[config.mk]
export PLATFORM = sky130hd
export DESIGN_NAME = radio_mode_sequencer
export DESIGN_NICKNAME = d
export VERILOG_FILES = /design/src/radio_mode_sequencer.v /design/src/pin_sync.v /design/src/step_timer.v
export VERILOG_INCLUDE_DIRS = /design/src /design/src/src
export SDC_FILE = /design/constraint.sdc
export NUM_CORES = 1
export LEC_CHECK = 0
export ABC_AREA = 1
export BUFFER_PORTS_ARGS = -buffer_cell sky130_fd_sc_hd__buf_4
export CELL_PAD_IN_SITES_DETAIL_PLACEMENT = 0
export CELL_PAD_IN_SITES_GLOBAL_PLACEMENT = 1
export CORE_UTILIZATION = 30
export DETAILED_ROUTE_END_ITERATION = 10
export PLACE_DENSITY_LB_ADDON = 0.1
export SETUP_SLACK_MARGIN = 0.02
export SLEW_MARGIN = 40
export SYNTH_ARGS = -nofsm -noshare
export SYNTH_HDL_FRONTEND = slang
export SYNTH_SLANG_ARGS = --single-unit
[constraint.sdc]
create_clock -name clk_i -period 2.1 [get_ports clk_i]
set_input_delay 0.105 -clock clk_i [delete_from_list [all_inputs] [get_ports clk_i]]
set_output_delay 0.105 -clock clk_i [all_outputs]
set_load 0.01 [all_outputs]
[src/radio_seq_consts.vh]
// Constants for the radio operating-mode sequencer
// Behaviour
// RL1 - Four primary states: shutdown, idle, transmit, receive.
// RL2 - Idle offers five sub-modes chosen by the mode control register.
// RL3 - Power-off pin high: shutdown, registers lost, serial access refused.
// RL4 - Host holds power-off pin low except when shutdown is intended.
// RL5 - Power-on reset starts after power-off pin falls.
// RL6 - After reset, soft reset or shutdown exit, settle in ready.
// RL7 - Low-power sub-modes need interrupt status read after power-on reset.
// RL8 - Mode register zero selects standby; registers stay accessible.
// RL9 - Host reads interrupt status in low-power sub-modes for minimum current.
// RL10 - Mode value 40h selects sleep with wake-up timer enabled.
// RL11 - Sensor sub-mode enables battery detector and temperature sensor per bits.
// RL12 - Crystal keep-on bit selects ready, crystal stays running.
// RL13 - Host writes 02h to oscillator control; clears bit 1 to leave.
// RL14 - Synthesizer keep-on bit selects tune; crystal enabled automatically.
// RL15 - Transmit entry: regulators, crystal, PLL, VCO cal, settle, ramp, transmit.
// RL16 - Receive entry: regulators, crystal, PLL, cal, settle, front end, ADC cal.
// RL17 - Steps already satisfied by current idle sub-mode are skipped.
// RL18 - VCO calibration runs at each PLL enable unless skip bit set. Here tune enables the PLL without calibration.
// RL19 - Response: 16.21 ms, 1.21 ms, 210 us, 200 us by start mode.
// RL20 - Status register 02 reports modem flags, lock and power state.
// RL21 - Low-power regulator alone only in standby and sleep.
// RL22 - Host avoids routing converter to a pin in standby or sleep.
// RL23 - Serial frame: write flag, 7-bit address, 8 data bits.
// RL24 - Reading interrupt status clears enabled bits, releases interrupt output.
// RL25 - Clearing transmit or receive request returns to selected idle sub-mode.
`ifndef RADIO_SEQ_CONSTS_VH
`define RADIO_SEQ_CONSTS_VH
// ==========================================================
// Register offsets
`define REG_DEV_STATUS 7'h02
`define REG_INT_STAT1 7'h03
`define REG_INT_STAT2 7'h04
`define REG_INT_EN2 7'h06
`define REG_MODE 7'h07
`define REG_CAL 7'h55
`define REG_OSC 7'h62
// ==========================================================
// Reset values
`define INT_EN2_RST 8'h01
`define MODE_RST 8'h01
`define CAL_RST 8'h04
`define OSC_RST 8'h00
`define ZERO_BYTE 8'h00
// ==========================================================
// Field positions
`define M_SWRES 7
`define M_WT 6
`define M_LBD 5
`define M_TS 4
`define M_RX 3
`define M_TX 2
`define M_PLL 1
`define M_XT 0
`define CAL_SKIP_VCO 0
`define OSC_BUFOVR 1
`define I_POR 0
`define I_CHIPRDY 1
`define LAST_BIT 3'h7
// ==========================================================
// Power state codes
`define CPS_IDLE 2'h0
`define CPS_RX 2'h1
`define CPS_TX 2'h2
// ==========================================================
// Timing, in microseconds, and cycle counts
// Sized to the timer width so each product lands in the step counter
`define CLK_MHZ 19'h14
`define T_POR_US 19'h3A98
`define T_XTAL_US 19'h3E8
`define T_VCO_US 19'hA
`define T_SETTLE_US 19'hB4
`define T_PA_US 19'h14
`define T_ADC_US 19'h14
`define TMR_W 19
`define CYC_POR (`T_POR_US * `CLK_MHZ)
`define CYC_XTAL (`T_XTAL_US * `CLK_MHZ)
`define CYC_VCO (`T_VCO_US * `CLK_MHZ)
`define CYC_SETTLE (`T_SETTLE_US * `CLK_MHZ)
`define CYC_PA (`T_PA_US * `CLK_MHZ)
`define CYC_ADC (`T_ADC_US * `CLK_MHZ)
`endif

[src/radio_mode_sequencer.v]
// Operating-mode state machine with serial register port
`timescale 1ns/100ps
`include "radio_seq_consts.vh"
module radio_mode_sequencer #(
    parameter [`TMR_W-1:0] POR_CYCLES = `CYC_POR,
    parameter [`TMR_W-1:0] XTAL_CYCLES = `CYC_XTAL
)
(
    input wire clk_i,
    input wire rst_i,
    input wire ce_i,
    input wire power_off_pin_i,
    input wire spi_sclk_i,
    input wire spi_mosi_i,
    input wire spi_sel_n_i,
    input wire [4:0] modem_flags_i,
    output reg spi_miso_o,
    output reg spi_miso_oe_o,
    output reg interrupt_out_n_o,
    output reg main_regulator_en_o,
    output reg low_power_regulator_en_o,
    output reg xtal_en_o,
    output reg xtal_buf_off_o,
    output reg pll_en_o,
    output reg vco_cal_o,
    output reg pa_en_o,
    output reg rx_front_end_en_o,
    output reg adc_cal_o,
    output reg modem_rx_en_o,
    output reg wake_timer_en_o,
    output reg lbd_en_o,
    output reg temp_sensor_en_o
);
    // ==========================================================
    // Sequencer states
    localparam [3:0] S_OFF = 4'h0;
    localparam [3:0] S_POR = 4'h1;
    localparam [3:0] S_IDLE = 4'h2;
    localparam [3:0] S_XTAL = 4'h3;
    localparam [3:0] S_PLL_ON = 4'h4;
    localparam [3:0] S_VCO = 4'h5;
    localparam [3:0] S_SETTLE = 4'h6;
    localparam [3:0] S_PA = 4'h7;
    localparam [3:0] S_TX = 4'h8;
    localparam [3:0] S_RXFE = 4'h9;
    localparam [3:0] S_ADC = 4'hA;
    localparam [3:0] S_RX = 4'hB;

    reg [3:0] state;
    reg [3:0] next_state;
    reg tmr_load;
    reg [`TMR_W-1:0] tmr_val;
    wire tmr_exp;

    reg [7:0] mode;
    reg [7:0] cal;
    reg [7:0] osc;
    reg [7:0] int_en2;
    reg [7:0] int_stat2;
    reg por_pending;

    wire s_sclk;
    wire s_mosi;
    wire s_sel_n;
    wire pwr_off;
    reg sclk_d;
    reg [2:0] bit_cnt;
    reg hdr_done;
    reg is_write;
    reg [6:0] addr;
    reg [6:0] shin;
    reg [7:0] shout;
    reg [6:0] rd_addr;
    reg [7:0] rdata;

    // ==========================================================
    // Pin synchronisers; select and power-off pin reset high, clock and data reset low
    pin_sync #(.W(4)) u_sync (
        .clk_i(clk_i),
        .rst_i(rst_i),
        .ce_i(ce_i),
        .init_i(4'h3),
        .async_i({spi_sclk_i, spi_mosi_i, spi_sel_n_i, power_off_pin_i}),
        .sync_o({s_sclk, s_mosi, s_sel_n, pwr_off})
    );

    step_timer u_tmr (
        .clk_i(clk_i),
        .rst_i(rst_i),
        .ce_i(ce_i),
        .load_i(tmr_load),
        .value_i(tmr_val),
        .expire_o(tmr_exp)
    );

    // ==========================================================
    // Request decode
    wire tx_req = mode[`M_TX];
    wire rx_req = mode[`M_RX];
    wire any_req = tx_req | rx_req;
    wire pll_keep = mode[`M_PLL];
    // Tune also runs the crystal without its own bit
    wire xtal_keep = mode[`M_XT] | pll_keep; // RL14
    wire in_seq = (state != S_OFF) && (state != S_POR)
                  && (state != S_IDLE);
    wire idle = (state == S_IDLE);
    wire powered = (state != S_OFF) && (state != S_POR);

    // ==========================================================
    // Serial edge detection; the frame is refused in shutdown
    wire sel = ~s_sel_n && (state != S_OFF); // RL3
    wire rise = sel & s_sclk & ~sclk_d;
    wire fall = sel & ~s_sclk & sclk_d;
    wire byte_end = rise && (bit_cnt == `LAST_BIT);
    wire wr_fire = byte_end & hdr_done & is_write;
    wire [7:0] wr_data = {shin, s_mosi};
    wire rd_load = byte_end & ~(hdr_done ? is_write : shin[6]);
    wire rd_take = rd_load && ((rd_addr == `REG_INT_STAT2)
                   || (rd_addr == `REG_INT_STAT1));
    wire soft_rst = wr_fire && (addr == `REG_MODE)
                    && wr_data[`M_SWRES];

    // Address of the byte about to be shifted out
    always @*
    begin
        if (hdr_done)
            rd_addr = addr + 7'h01;
        else
            rd_addr = {shin[5:0], s_mosi};
    end

    // ==========================================================
    // Read multiplexer; unmapped offsets read zero
    always @*
    begin
        case (rd_addr)
            `REG_DEV_STATUS:
                rdata = {modem_flags_i,
                         state == S_PA || state == S_TX
                         || state == S_RXFE || state == S_ADC
                         || state == S_RX,
                         (state == S_PA || state == S_TX) ? `CPS_TX :
                         (state == S_RXFE || state == S_ADC
                          || state == S_RX) ? `CPS_RX :
                         `CPS_IDLE}; // RL20
            `REG_INT_STAT2: rdata = int_stat2;
            `REG_INT_EN2: rdata = int_en2;
            `REG_MODE: rdata = mode;
            `REG_CAL: rdata = cal;
            `REG_OSC: rdata = osc;
            default: rdata = `ZERO_BYTE;
        endcase
    end

    // ==========================================================
    // Serial slave: header then data bytes with address increment
    always @(posedge clk_i)
    begin
        if (rst_i)
        begin
            sclk_d <= 1'b0;
            bit_cnt <= 3'h0;
            hdr_done <= 1'b0;
            is_write <= 1'b0;
            addr <= 7'h00;
            shin <= 7'h00;
            shout <= `ZERO_BYTE;
            spi_miso_o <= 1'b1;
            spi_miso_oe_o <= 1'b0;
        end
        else if (ce_i)
        begin
            sclk_d <= s_sclk;
            if (!sel)
            begin
                bit_cnt <= 3'h0;
                hdr_done <= 1'b0;
                spi_miso_o <= 1'b1;
                spi_miso_oe_o <= 1'b0;
            end
            else
            begin
                spi_miso_oe_o <= 1'b1;
                if (rise)
                begin
                    shin <= {shin[5:0], s_mosi};
                    bit_cnt <= bit_cnt + 3'h1;
                end
                // Header: write flag then 7-bit address
                if (byte_end && !hdr_done)
                begin
                    hdr_done <= 1'b1; // RL23
                    is_write <= shin[6]; // RL23
                    addr <= {shin[5:0], s_mosi};
                end
                else if (byte_end)
                    addr <= addr + 7'h01; // RL23
                if (rd_load)
                    shout <= rdata;
                // Read data leaves on falling edges, MSB first
                if (fall && hdr_done && !is_write)
                begin
                    spi_miso_o <= shout[7];
                    shout <= {shout[6:0], 1'b0};
                end
            end
        end
    end

    // ==========================================================
    // Register file; contents lost in shutdown and power-on reset
    wire ev_por = (state == S_POR) & tmr_exp;
    wire ev_rdy = (state == S_XTAL) & tmr_exp;
    wire [7:0] set_bits = {6'h00, ev_rdy, ev_por};

    always @(posedge clk_i)
    begin
        if (rst_i || (ce_i && (pwr_off || state == S_POR || soft_rst)))
        begin
            mode <= `MODE_RST; // RL6
            cal <= `CAL_RST;
            osc <= `OSC_RST;
            int_en2 <= `INT_EN2_RST;
            int_stat2 <= set_bits;
            por_pending <= ev_por;
        end
        else if (ce_i)
        begin
            if (wr_fire && addr == `REG_MODE)
                mode <= wr_data & 8'h7F;
            if (wr_fire && addr == `REG_CAL)
                cal <= wr_data;
            if (wr_fire && addr == `REG_OSC)
                osc <= wr_data;
            if (wr_fire && addr == `REG_INT_EN2)
                int_en2 <= wr_data;
            // New events win over the read clear
            int_stat2 <= (int_stat2 & ~(int_en2 & {8{rd_take}}))
                         | set_bits; // RL24
            if (ev_por)
                por_pending <= 1'b1;
            else if (rd_take)
                por_pending <= 1'b0; // RL7
        end
    end

    // ==========================================================
    // Next state and step timer loads
    always @*
    begin
        next_state = state;
        tmr_load = 1'b0;
        tmr_val = {`TMR_W{1'b0}};
        case (state)
            S_OFF:
                // Falling power-off pin starts power-on reset
                if (!pwr_off)
                begin
                    next_state = S_POR; // RL5
                    tmr_load = 1'b1;
                    tmr_val = POR_CYCLES; // RL19
                end
            S_POR:
                if (tmr_exp)
                    next_state = S_IDLE; // RL6
            S_IDLE:
                // Skip steps the idle sub-mode already covers
                if (any_req && pll_keep)
                begin
                    next_state = S_SETTLE; // RL17
                    tmr_load = 1'b1;
                    tmr_val = `CYC_SETTLE;
                end
                else if (any_req && xtal_keep)
                    next_state = S_PLL_ON; // RL17
                else if (any_req)
                begin
                    next_state = S_XTAL; // RL15 RL16
                    tmr_load = 1'b1;
                    tmr_val = XTAL_CYCLES;
                end
            S_XTAL:
                if (tmr_exp)
                    next_state = S_PLL_ON;
            S_PLL_ON:
                if (cal[`CAL_SKIP_VCO])
                begin
                    next_state = S_SETTLE; // RL18
                    tmr_load = 1'b1;
                    tmr_val = `CYC_SETTLE;
                end
                else
                begin
                    next_state = S_VCO; // RL18
                    tmr_load = 1'b1;
                    tmr_val = `CYC_VCO;
                end
            S_VCO:
                if (tmr_exp)
                begin
                    next_state = S_SETTLE;
                    tmr_load = 1'b1;
                    tmr_val = `CYC_SETTLE;
                end
            S_SETTLE:
                if (tmr_exp && tx_req)
                begin
                    next_state = S_PA; // RL15
                    tmr_load = 1'b1;
                    tmr_val = `CYC_PA;
                end
                else if (tmr_exp)
                    next_state = S_RXFE; // RL16
            S_PA:
                if (tmr_exp)
                    next_state = S_TX;
            S_RXFE:
            begin
                next_state = S_ADC; // RL16
                tmr_load = 1'b1;
                tmr_val = `CYC_ADC;
            end
            S_ADC:
                if (tmr_exp)
                    next_state = S_RX;
            S_TX, S_RX:
                // Turnaround resettles the synthesizer
                if ((state == S_TX) ? (!tx_req && rx_req)
                                    : tx_req)
                begin
                    next_state = S_SETTLE; // RL19
                    tmr_load = 1'b1;
                    tmr_val = `CYC_SETTLE;
                end
            default:
                next_state = S_OFF;
        endcase
        // Dropped request falls back to the selected idle sub-mode
        if (in_seq && !any_req)
        begin
            next_state = S_IDLE; // RL25
            tmr_load = 1'b0;
        end
    end

    // ==========================================================
    // State register; pin high forces shutdown from anywhere
    always @(posedge clk_i)
    begin
        if (rst_i)
            state <= S_OFF;
        else if (ce_i)
        begin
            if (pwr_off)
                state <= S_OFF; // RL1 RL3
            else if (soft_rst)
                state <= S_IDLE; // RL6
            else
                state <= next_state; // RL1
        end
    end

    // ==========================================================
    // Block enables; low-power sub-modes wait for status read
    wire lp_ok = ~por_pending;
    // Standby and sleep: low-power regulator alone
    wire next_lpreg = idle & lp_ok & ~xtal_keep
                      & ~mode[`M_LBD] & ~mode[`M_TS]; // RL8 RL10 RL21
    wire next_main = powered & ~next_lpreg; // RL21
    // Crystal held in ready and tune, or until low power allowed
    wire next_xtal = (idle & (xtal_keep | ~lp_ok)) | in_seq; // RL12
    wire next_pll = (idle & pll_keep) | (in_seq && state != S_XTAL); // RL14
    wire next_buf_off = osc[`OSC_BUFOVR] & next_xtal;
    wire next_wt = powered & lp_ok & mode[`M_WT]; // RL10
    wire next_lbd = powered & mode[`M_LBD]; // RL11
    wire next_ts = powered & mode[`M_TS]; // RL11
    wire next_irq_n = ~|(int_stat2 & int_en2); // RL24

    // ==========================================================
    // Output registers
    always @(posedge clk_i)
    begin
        if (rst_i)
        begin
            interrupt_out_n_o <= 1'b1;
            main_regulator_en_o <= 1'b0;
            low_power_regulator_en_o <= 1'b0;
            xtal_en_o <= 1'b0;
            xtal_buf_off_o <= 1'b0;
            pll_en_o <= 1'b0;
            vco_cal_o <= 1'b0;
            pa_en_o <= 1'b0;
            rx_front_end_en_o <= 1'b0;
            adc_cal_o <= 1'b0;
            modem_rx_en_o <= 1'b0;
            wake_timer_en_o <= 1'b0;
            lbd_en_o <= 1'b0;
            temp_sensor_en_o <= 1'b0;
        end
        else if (ce_i)
        begin
            interrupt_out_n_o <= next_irq_n | ~powered;
            main_regulator_en_o <= next_main; // RL15 RL16
            low_power_regulator_en_o <= next_lpreg;
            xtal_en_o <= next_xtal;
            xtal_buf_off_o <= next_buf_off;
            pll_en_o <= next_pll;
            vco_cal_o <= (state == S_VCO); // RL18
            pa_en_o <= (state == S_PA) || (state == S_TX); // RL15
            rx_front_end_en_o <= (state == S_RXFE)
                                 || (state == S_ADC)
                                 || (state == S_RX); // RL16
            adc_cal_o <= (state == S_ADC); // RL16
            modem_rx_en_o <= (state == S_RX); // RL16
            wake_timer_en_o <= next_wt; // RL2
            lbd_en_o <= next_lbd;
            temp_sensor_en_o <= next_ts;
        end
    end
endmodule // radio_mode_sequencer

[src/pin_sync.v]
// Two-stage synchroniser for asynchronous pin inputs
`timescale 1ns/100ps
module pin_sync #(parameter W = 1)
(
    input wire clk_i,
    input wire rst_i,
    input wire ce_i,
    input wire [W-1:0] init_i,
    input wire [W-1:0] async_i,
    output wire [W-1:0] sync_o
);
    reg [W-1:0] stage1;
    reg [W-1:0] stage2;

    // ==========================================================
    // Synchroniser chain, one generate branch per bit
    genvar i;
    generate
        for (i = 0; i < W; i = i + 1)
        begin : g_bit
            always @(posedge clk_i)
            begin
                if (rst_i)
                begin
                    stage1[i] <= init_i[i];
                    stage2[i] <= init_i[i];
                end
                else if (ce_i)
                begin
                    stage1[i] <= async_i[i];
                    stage2[i] <= stage1[i];
                end
            end
        end
    endgenerate

    // Both stages start at the idle level, so no false edge follows reset
    assign sync_o = stage2;
endmodule // pin_sync

[src/step_timer.v]
// Down-counter timing one sequencer step
`timescale 1ns/100ps
`include "radio_seq_consts.vh"
module step_timer
(
    input wire clk_i,
    input wire rst_i,
    input wire ce_i,
    input wire load_i,
    input wire [`TMR_W-1:0] value_i,
    output reg expire_o
);
    reg [`TMR_W-1:0] cnt;

    // ==========================================================
    // Count; one-cycle pulse after the last count
    always @(posedge clk_i)
    begin
        if (rst_i)
        begin
            cnt <= {`TMR_W{1'b0}};
            expire_o <= 1'b0;
        end
        else if (ce_i)
        begin
            expire_o <= (cnt == {{(`TMR_W-1){1'b0}}, 1'b1}) & ~load_i;
            if (load_i)
                cnt <= value_i;
            else if (cnt != {`TMR_W{1'b0}})
                cnt <= cnt - {{(`TMR_W-1){1'b0}}, 1'b1};
        end
    end
endmodule // step_timer

## Yosys cells after proc, flatten, opt, wreduce, memory -nomap -nowiden

Index checks and enable logic that the tools add are counted.
Widths: inputs -> output; s select.

| word-level totals | value |
|---|---|
| flip-flop bits (word level) | 116 |
| logic and storage cells | 245 |
| output and inout bits | 16 |
| input bits | 12 |

| cells by class | value |
|---|---|
| muxes and demuxes | 59 |
| equality and inequality tests | 38 |
| reduce and logical (&&, ||, !) cells | 60 |
| $add $sub $neg | 3 |
| bitwise logic cells | 44 |

Operators by type and width:

| kind | count |
|---|---|
| $pmux 19 s7 | 1 |
| $mux 19 | 3 |
| $mux 4 | 14 |
| $pmux 8 s6 | 1 |
| $mux 15 | 3 |
| $pmux 4 s11 | 1 |
| $mux 12 | 3 |
| $eq 7x3->1 const B | 5 |
| $eq 7x7->1 const B | 4 |
| $and 8x8->8 | 3 |
| $and 1x1->1 | 22 |
| $mux 7 | 3 |
| $logic_and 1x1->1 | 20 |
| $mux 1 | 20 |
| $eq 19x1->1 const B | 1 |
| $reduce_bool 19->1 | 1 |
| $sub 19x1->19 const B | 1 |
| $reduce_and 2->1 | 9 |
| $eq 4x3->1 const B | 4 |
| $eq 4x4->1 const B | 4 |
| $mux 8 | 2 |
| $ne 5x3->1 const B | 3 |
| $eq 7x2->1 const B | 2 |
| $reduce_and 3->1 | 4 |
| other kinds (29) | 70 |

## Depth between registers and ports, before layout

| logic depth | value |
|---|---|
| word-level depth | 14 |
| mapped depth | 16 |

## Modules after synthesis

From an unflattened synthesis, not the netlist that was laid out.

| unflattened totals | value |
|---|---|
| cells, all modules | 1012 |
| area total of the unflattened synthesis | 6703.9 um^2 |

Modules (own cells, without submodules):

| module | seq. area each (um^2) | area an instance (um^2) | cells each | times used |
|---|---|---|---|---|
| radio_mode_sequencer | 1791.7 | 4850.9 | 739 | 1 |
| step_timer | 400.4 | 1527.7 | 243 | 1 |
| pin_sync | 240.2 | 325.3 | 30 | 1 |

## Worst setup path before layout

No wires, ideal clock.

| path | value |
|---|---|
| path kind | reg-to-reg |
| start point | reg addr[0] |
| end point | reg por_pending, enable pin |
| arrival time | 1.815 ns |
| data required time | 1.801 ns |
| clock period less this slack | 2.114 ns |
| path buffers | 1 |
| cell stages (with the launch flop) | 13 |
| path slack | -0.014 ns |
| cells stage by stage | dfxtp_1 > ha_1 > nand2_1 > nor2_2 > inv_1 > nand2_1 > o21ai_2 > nor2_4 > buf_2 > nand2_1 > nor2_4 > nor2_1 > nor2_1 |

| on the way | value |
|---|---|
| word-level cells in the longest chain between the ends | 8 |
| elaborated cells between the ends (all ways) | 15 |
| classes of those cells | add/sub: 1; eq/ne: 3; mux: 1; reduce/logical: 10 |

RTL lines:

| what | RTL line | text |
|---|---|---|
| start, declared | radio_mode_sequencer.v:70 | `reg [6:0] addr;` |
| start signal, assigned | radio_mode_sequencer.v:194 | `addr <= {shin[5:0], s_mosi};` |
| start signal, assigned | radio_mode_sequencer.v:197 | `addr <= addr + 7'h01;` |
| parallel branches: the longest is 7 deep, another holds $add 7x1->7 | - |  |
| $reduce_and 2->1 (no source line) * | - |  |
| end signal, assigned | radio_mode_sequencer.v:225 | `por_pending <= ev_por;` |
| end, declared | radio_mode_sequencer.v:60 | `reg por_pending;` |

Mark *: on every way between the ends.
A chain may end at the register's enable or synchronous reset.

## Worst setup path after layout

| path | value |
|---|---|
| start point | reg addr[0] |
| end point | reg shout[0] |

| on the way | value |
|---|---|
| word-level cells in the longest chain between the ends | 6 |
| elaborated cells between the ends (all ways) | 11 |
| classes of those cells | add/sub: 1; eq/ne: 6; mux: 4 |

RTL lines:

| what | RTL line | text |
|---|---|---|
| $add 7x1->7 * | radio_mode_sequencer.v:127 | `rd_addr = addr + 7'h01;` |
| $mux 7 * | radio_mode_sequencer.v:126 | `if (hdr_done)` |
| $eq 7x7->1, or another cell as far along | radio_mode_sequencer.v:136 | `case (rd_addr)` |
| $pmux 8 s6 * | radio_mode_sequencer.v:136 |  |
| $mux 8 * | radio_mode_sequencer.v:198 | `if (rd_load)` |
| $mux 8 * | radio_mode_sequencer.v:201 | `if (fall && hdr_done && !is_write)` |
| end signal, assigned | radio_mode_sequencer.v:167 | `` shout <= `ZERO_BYTE; `` |
| end signal, assigned | radio_mode_sequencer.v:199 | `shout <= rdata;` |
| end signal, assigned | radio_mode_sequencer.v:204 | `shout <= {shout[6:0], 1'b0};` |
| end, declared | radio_mode_sequencer.v:72 | `reg [7:0] shout;` |

Mark *: on every way between the ends. The rest lies on a longest branch, timed or not. The select of a mux whose other input is x is not followed.

==> results.toml <==
[finish]
diodes = 0
fillers = 2213
drive_gt1_share_pct = 25.9
instances_no_fill = 1386
nNetsFinal = 1117
utilization_pct = 42.1
fin_area_sq_um = 8850
syn2layout_area_growth_pct = 37.7

[floorplanning]
die_h_microns = 148
initial_core_util_pct = 30.6
die-width_microns = 148
dieArea_sq_um = 22000
row_count = 53
io_pins = 28
coreArea_sq_um = 21000

[sta]
drv_slew = 0
setup_viol_count_final = 0
max_slew.worst_pin.slew_ns = 0.466
finClkSkew_ns = 0.00918
finalHoldViolCount = 0
finalCriticalPeriod_ns = 2.09
rsz0062_at_grt = "true"
slew_headroom_pct = 68.9
fin_crit_sh_pct = 99.3
fin_setup_tns_ns = 0
timing.fmax_mhz = 479

[synthesis]
syn_area_per_cell_sq_um = 6.60
synthFlopType = "dfxtp_1"
yosysUniqueCellTypes = 43
ys_ff_latch = 116
ys.warnings.count = 0
yosysSeqAreaShare_pct = 36.6
syn_area_sq_um = 6430
syn-num-nets = 992
synth_edf_count = 3
syn-instance-count = 973
async_reset_ff_share_pct = 0

[global_routing]
grt_overflow = 0
grt_usage_pct = 20.7
grt_pass1_wl_mm = 34.5
grt_max_degree = 33
antenna_found_initial = 0
grt_pass1_vias = 6288

[drt]
wl_met1_mm = 10.4
wl_met2_mm = 11.1
wl_mm = 22.6
first_iter_violations = 414
ant_nets = 0
route.top_layer_used = "met4"
wire_per_inst_microns = 16.3
vias = 6599
vias_per_cell = 4.76
drc = 0
wl_met3_microns = 831
drtPass1Iterations = 7

[power]
p_per_area_nw_per_um2 = 838
ir_worst_vdd_mv = 0.465
power.leakage_uw = 0.00409
p_total_uw = 7420

[clocking]
cts-root-buf = "clkbuf_16"
tritoncts = "built"
clk-insertion-delay-late_ns = 0.42
cts.reportedPaths.clkPinSlew_ns = 0.06
h-tree-depth = 4
cts.sinks = 116
clockBufferDepth = 2
cts_buffers = 17

[setup_path]
rrSetupSlack_ns = 0.01
cp-end-kind = "flip-flop"
cp.arrival_ns = 2.37
cpPeakStageDelay_ns = 0.37
path_max_fanout = 7
path_class = "reg -> reg"
path_cells = "ha_4, buf_6, nand3_4, nand2_2, nand2_4, o21ai_4, buf_6, nor2_4, buf_6, clkbuf_16, nand4_1, nand2_1, nor2_1, nand2_1, nand2_1, a21oi_1"
start_kind = "flip-flop"
slowest_stage = "dfxtp_4"
required_ns = 2.38

[placed_design]
place_congestion = 0.804
dpl_cell_area_sq_um = 7500
portBuffers = 27
hpwl_mm = 15.9
dp_cells = 1327

[outcome]
status = "completed"

[run]
maxCapViolCount = 0

[worst_hold_path]
hold_class = "in -> reg"
## worst max-delay path, delay by kind of cell, from the launching register on
family	cells	cell delay (ns)
AO/OA/AOI/OAI	2	0.25
buffers and inverters	4	0.52
flip-flops	1	0.37
AND/OR/NAND/NOR	9	0.64
adder cells (fa/ha/maj)	1	0.16
## Yosys cell counts, types with 2 or more instances
library cell / instances / area (sq um)
nand2_1: 271 / 1020
nor2_1: 127 / 477
dfxtp_1: 113 / 2260
inv_1: 108 / 405
o21ai_0: 76 / 380
nand3_1: 49 / 245
a21oi_1: 43 / 215
nand4_1: 35 / 219
clkbuf_1: 16 / 60.1
xor2_1: 13 / 114
a31oi_1: 12 / 75.1
nor2_2: 9 / 56.3
buf_2: 8 / 40.0
ha_1: 7 / 87.6
inv_2: 7 / 26.3
nand2_2: 7 / 43.8
nor2_4: 7 / 78.8
nor3_1: 7 / 35.0
o22ai_1: 6 / 37.5
a22o_1: 5 / 43.8
buf_6: 5 / 56.3
o21ai_2: 5 / 43.8
buf_4: 4 / 30.0
a32o_1: 3 / 30.0
edfxtp_1: 3 / 90.1
o211ai_1: 3 / 22.5
xnor2_1: 3 / 26.3
a21oi_2: 2 / 17.5
a21oi_4: 2 / 32.5
nand2_4: 2 / 22.5
nor4_1: 2 / 12.5
o2111ai_1: 2 / 17.5
## power breakdown
| part | internal, uW | switching (uW) |
|---|---|---|
| Clock | 2010 | 1100 |
| Sequential | 2360 | 159 |
| Combinational | 743 | 1050 |
## kinds of logic after synthesis
kind of cell	after synthesis	share of synthesized area, %
buffers and inverters	150	9.75
AOI/OAI and AO/OA	164	15.0
adders and majority gates	7	1.36
and+or+nand+nor	520	35.1
DFF	116	36.6
xor gates and xnor gates	16	2.18
## worst paths after layout
kind              start            to  cells past startpoint
max             addr[0]      shout[0]                     16
min                ce_i  int_stat2[5]                      2
max reg2reg     addr[0]      shout[0]                     16
min reg2reg  bit_cnt[0]    bit_cnt[0]                      1
## flip-flops by register name, summed over array words and instances (netlist names), 3 cells and up
name / cells
bit_cnt: 3
u_tmr.cnt: 19
state: 4
int_en2: 8
int_stat2: 8
shin: 7
shout: 8
cal: 8
addr: 7
mode: 7
osc: 8
u_sync.sync_o: 4
u_sync.stage1: 4
## what timing repair did
item	in CTS	in global routing
cloned	0	6
pin swaps	11	60
endpoints found under the hold margin	4	0
hold buffers	4	0
buffers inserted	2	17
gates resized for setup	19	119
endpoints found under the setup margin	66	68
## through the flow
step / hold slack [ns] / worst slack [ns]
6_report: 0.0510 / 0.0145
5_1_grt: 0.0386 / -0.0971
4_1_cts: 0.0363 / -0.0205
3_5_place_dp: 0.335 / -0.161
3_3_place_gp: 0.324 / -0.141
2_1_floorplan: 0.218 / 0.0628
## cell type report
class,instances,area (sq um),share of cell area (%)
Timing Repair Buffer,137,1230,13.9
Tap cell,275,344,3.89
Multi-Input combinational cell,709,3850,43.5
Clock buffer,22,454,5.13
Sequential cell,116,2370,26.8
Clock inverter,10,155,1.75
Inverter,117,450,5.09
## metal layers
layer | global-route usage (%) | up-vias
li1 | - | 3416
met1 | 26.6 | 3053
met2 | 35.4 | 106
met3 | 3.34 | 24
met4 | 5.93 | 0
met5 | 0 | -
## layout by cell type, fill, tap and decap left out, types with 18 or more instances in the layout
master and instances:
nand2_2 22, nor2_4 20, nand3_1 35, inv_1 101, dfxtp_1 105, buf_6 18
a21oi_1 42, nor2_1 104, nand2_1 250, buf_4 106, o21ai_0 71, nor2_2 19
nand4_1 35, clkbuf_16 20
No activity file was read; power rests on OpenSTA's default activity.
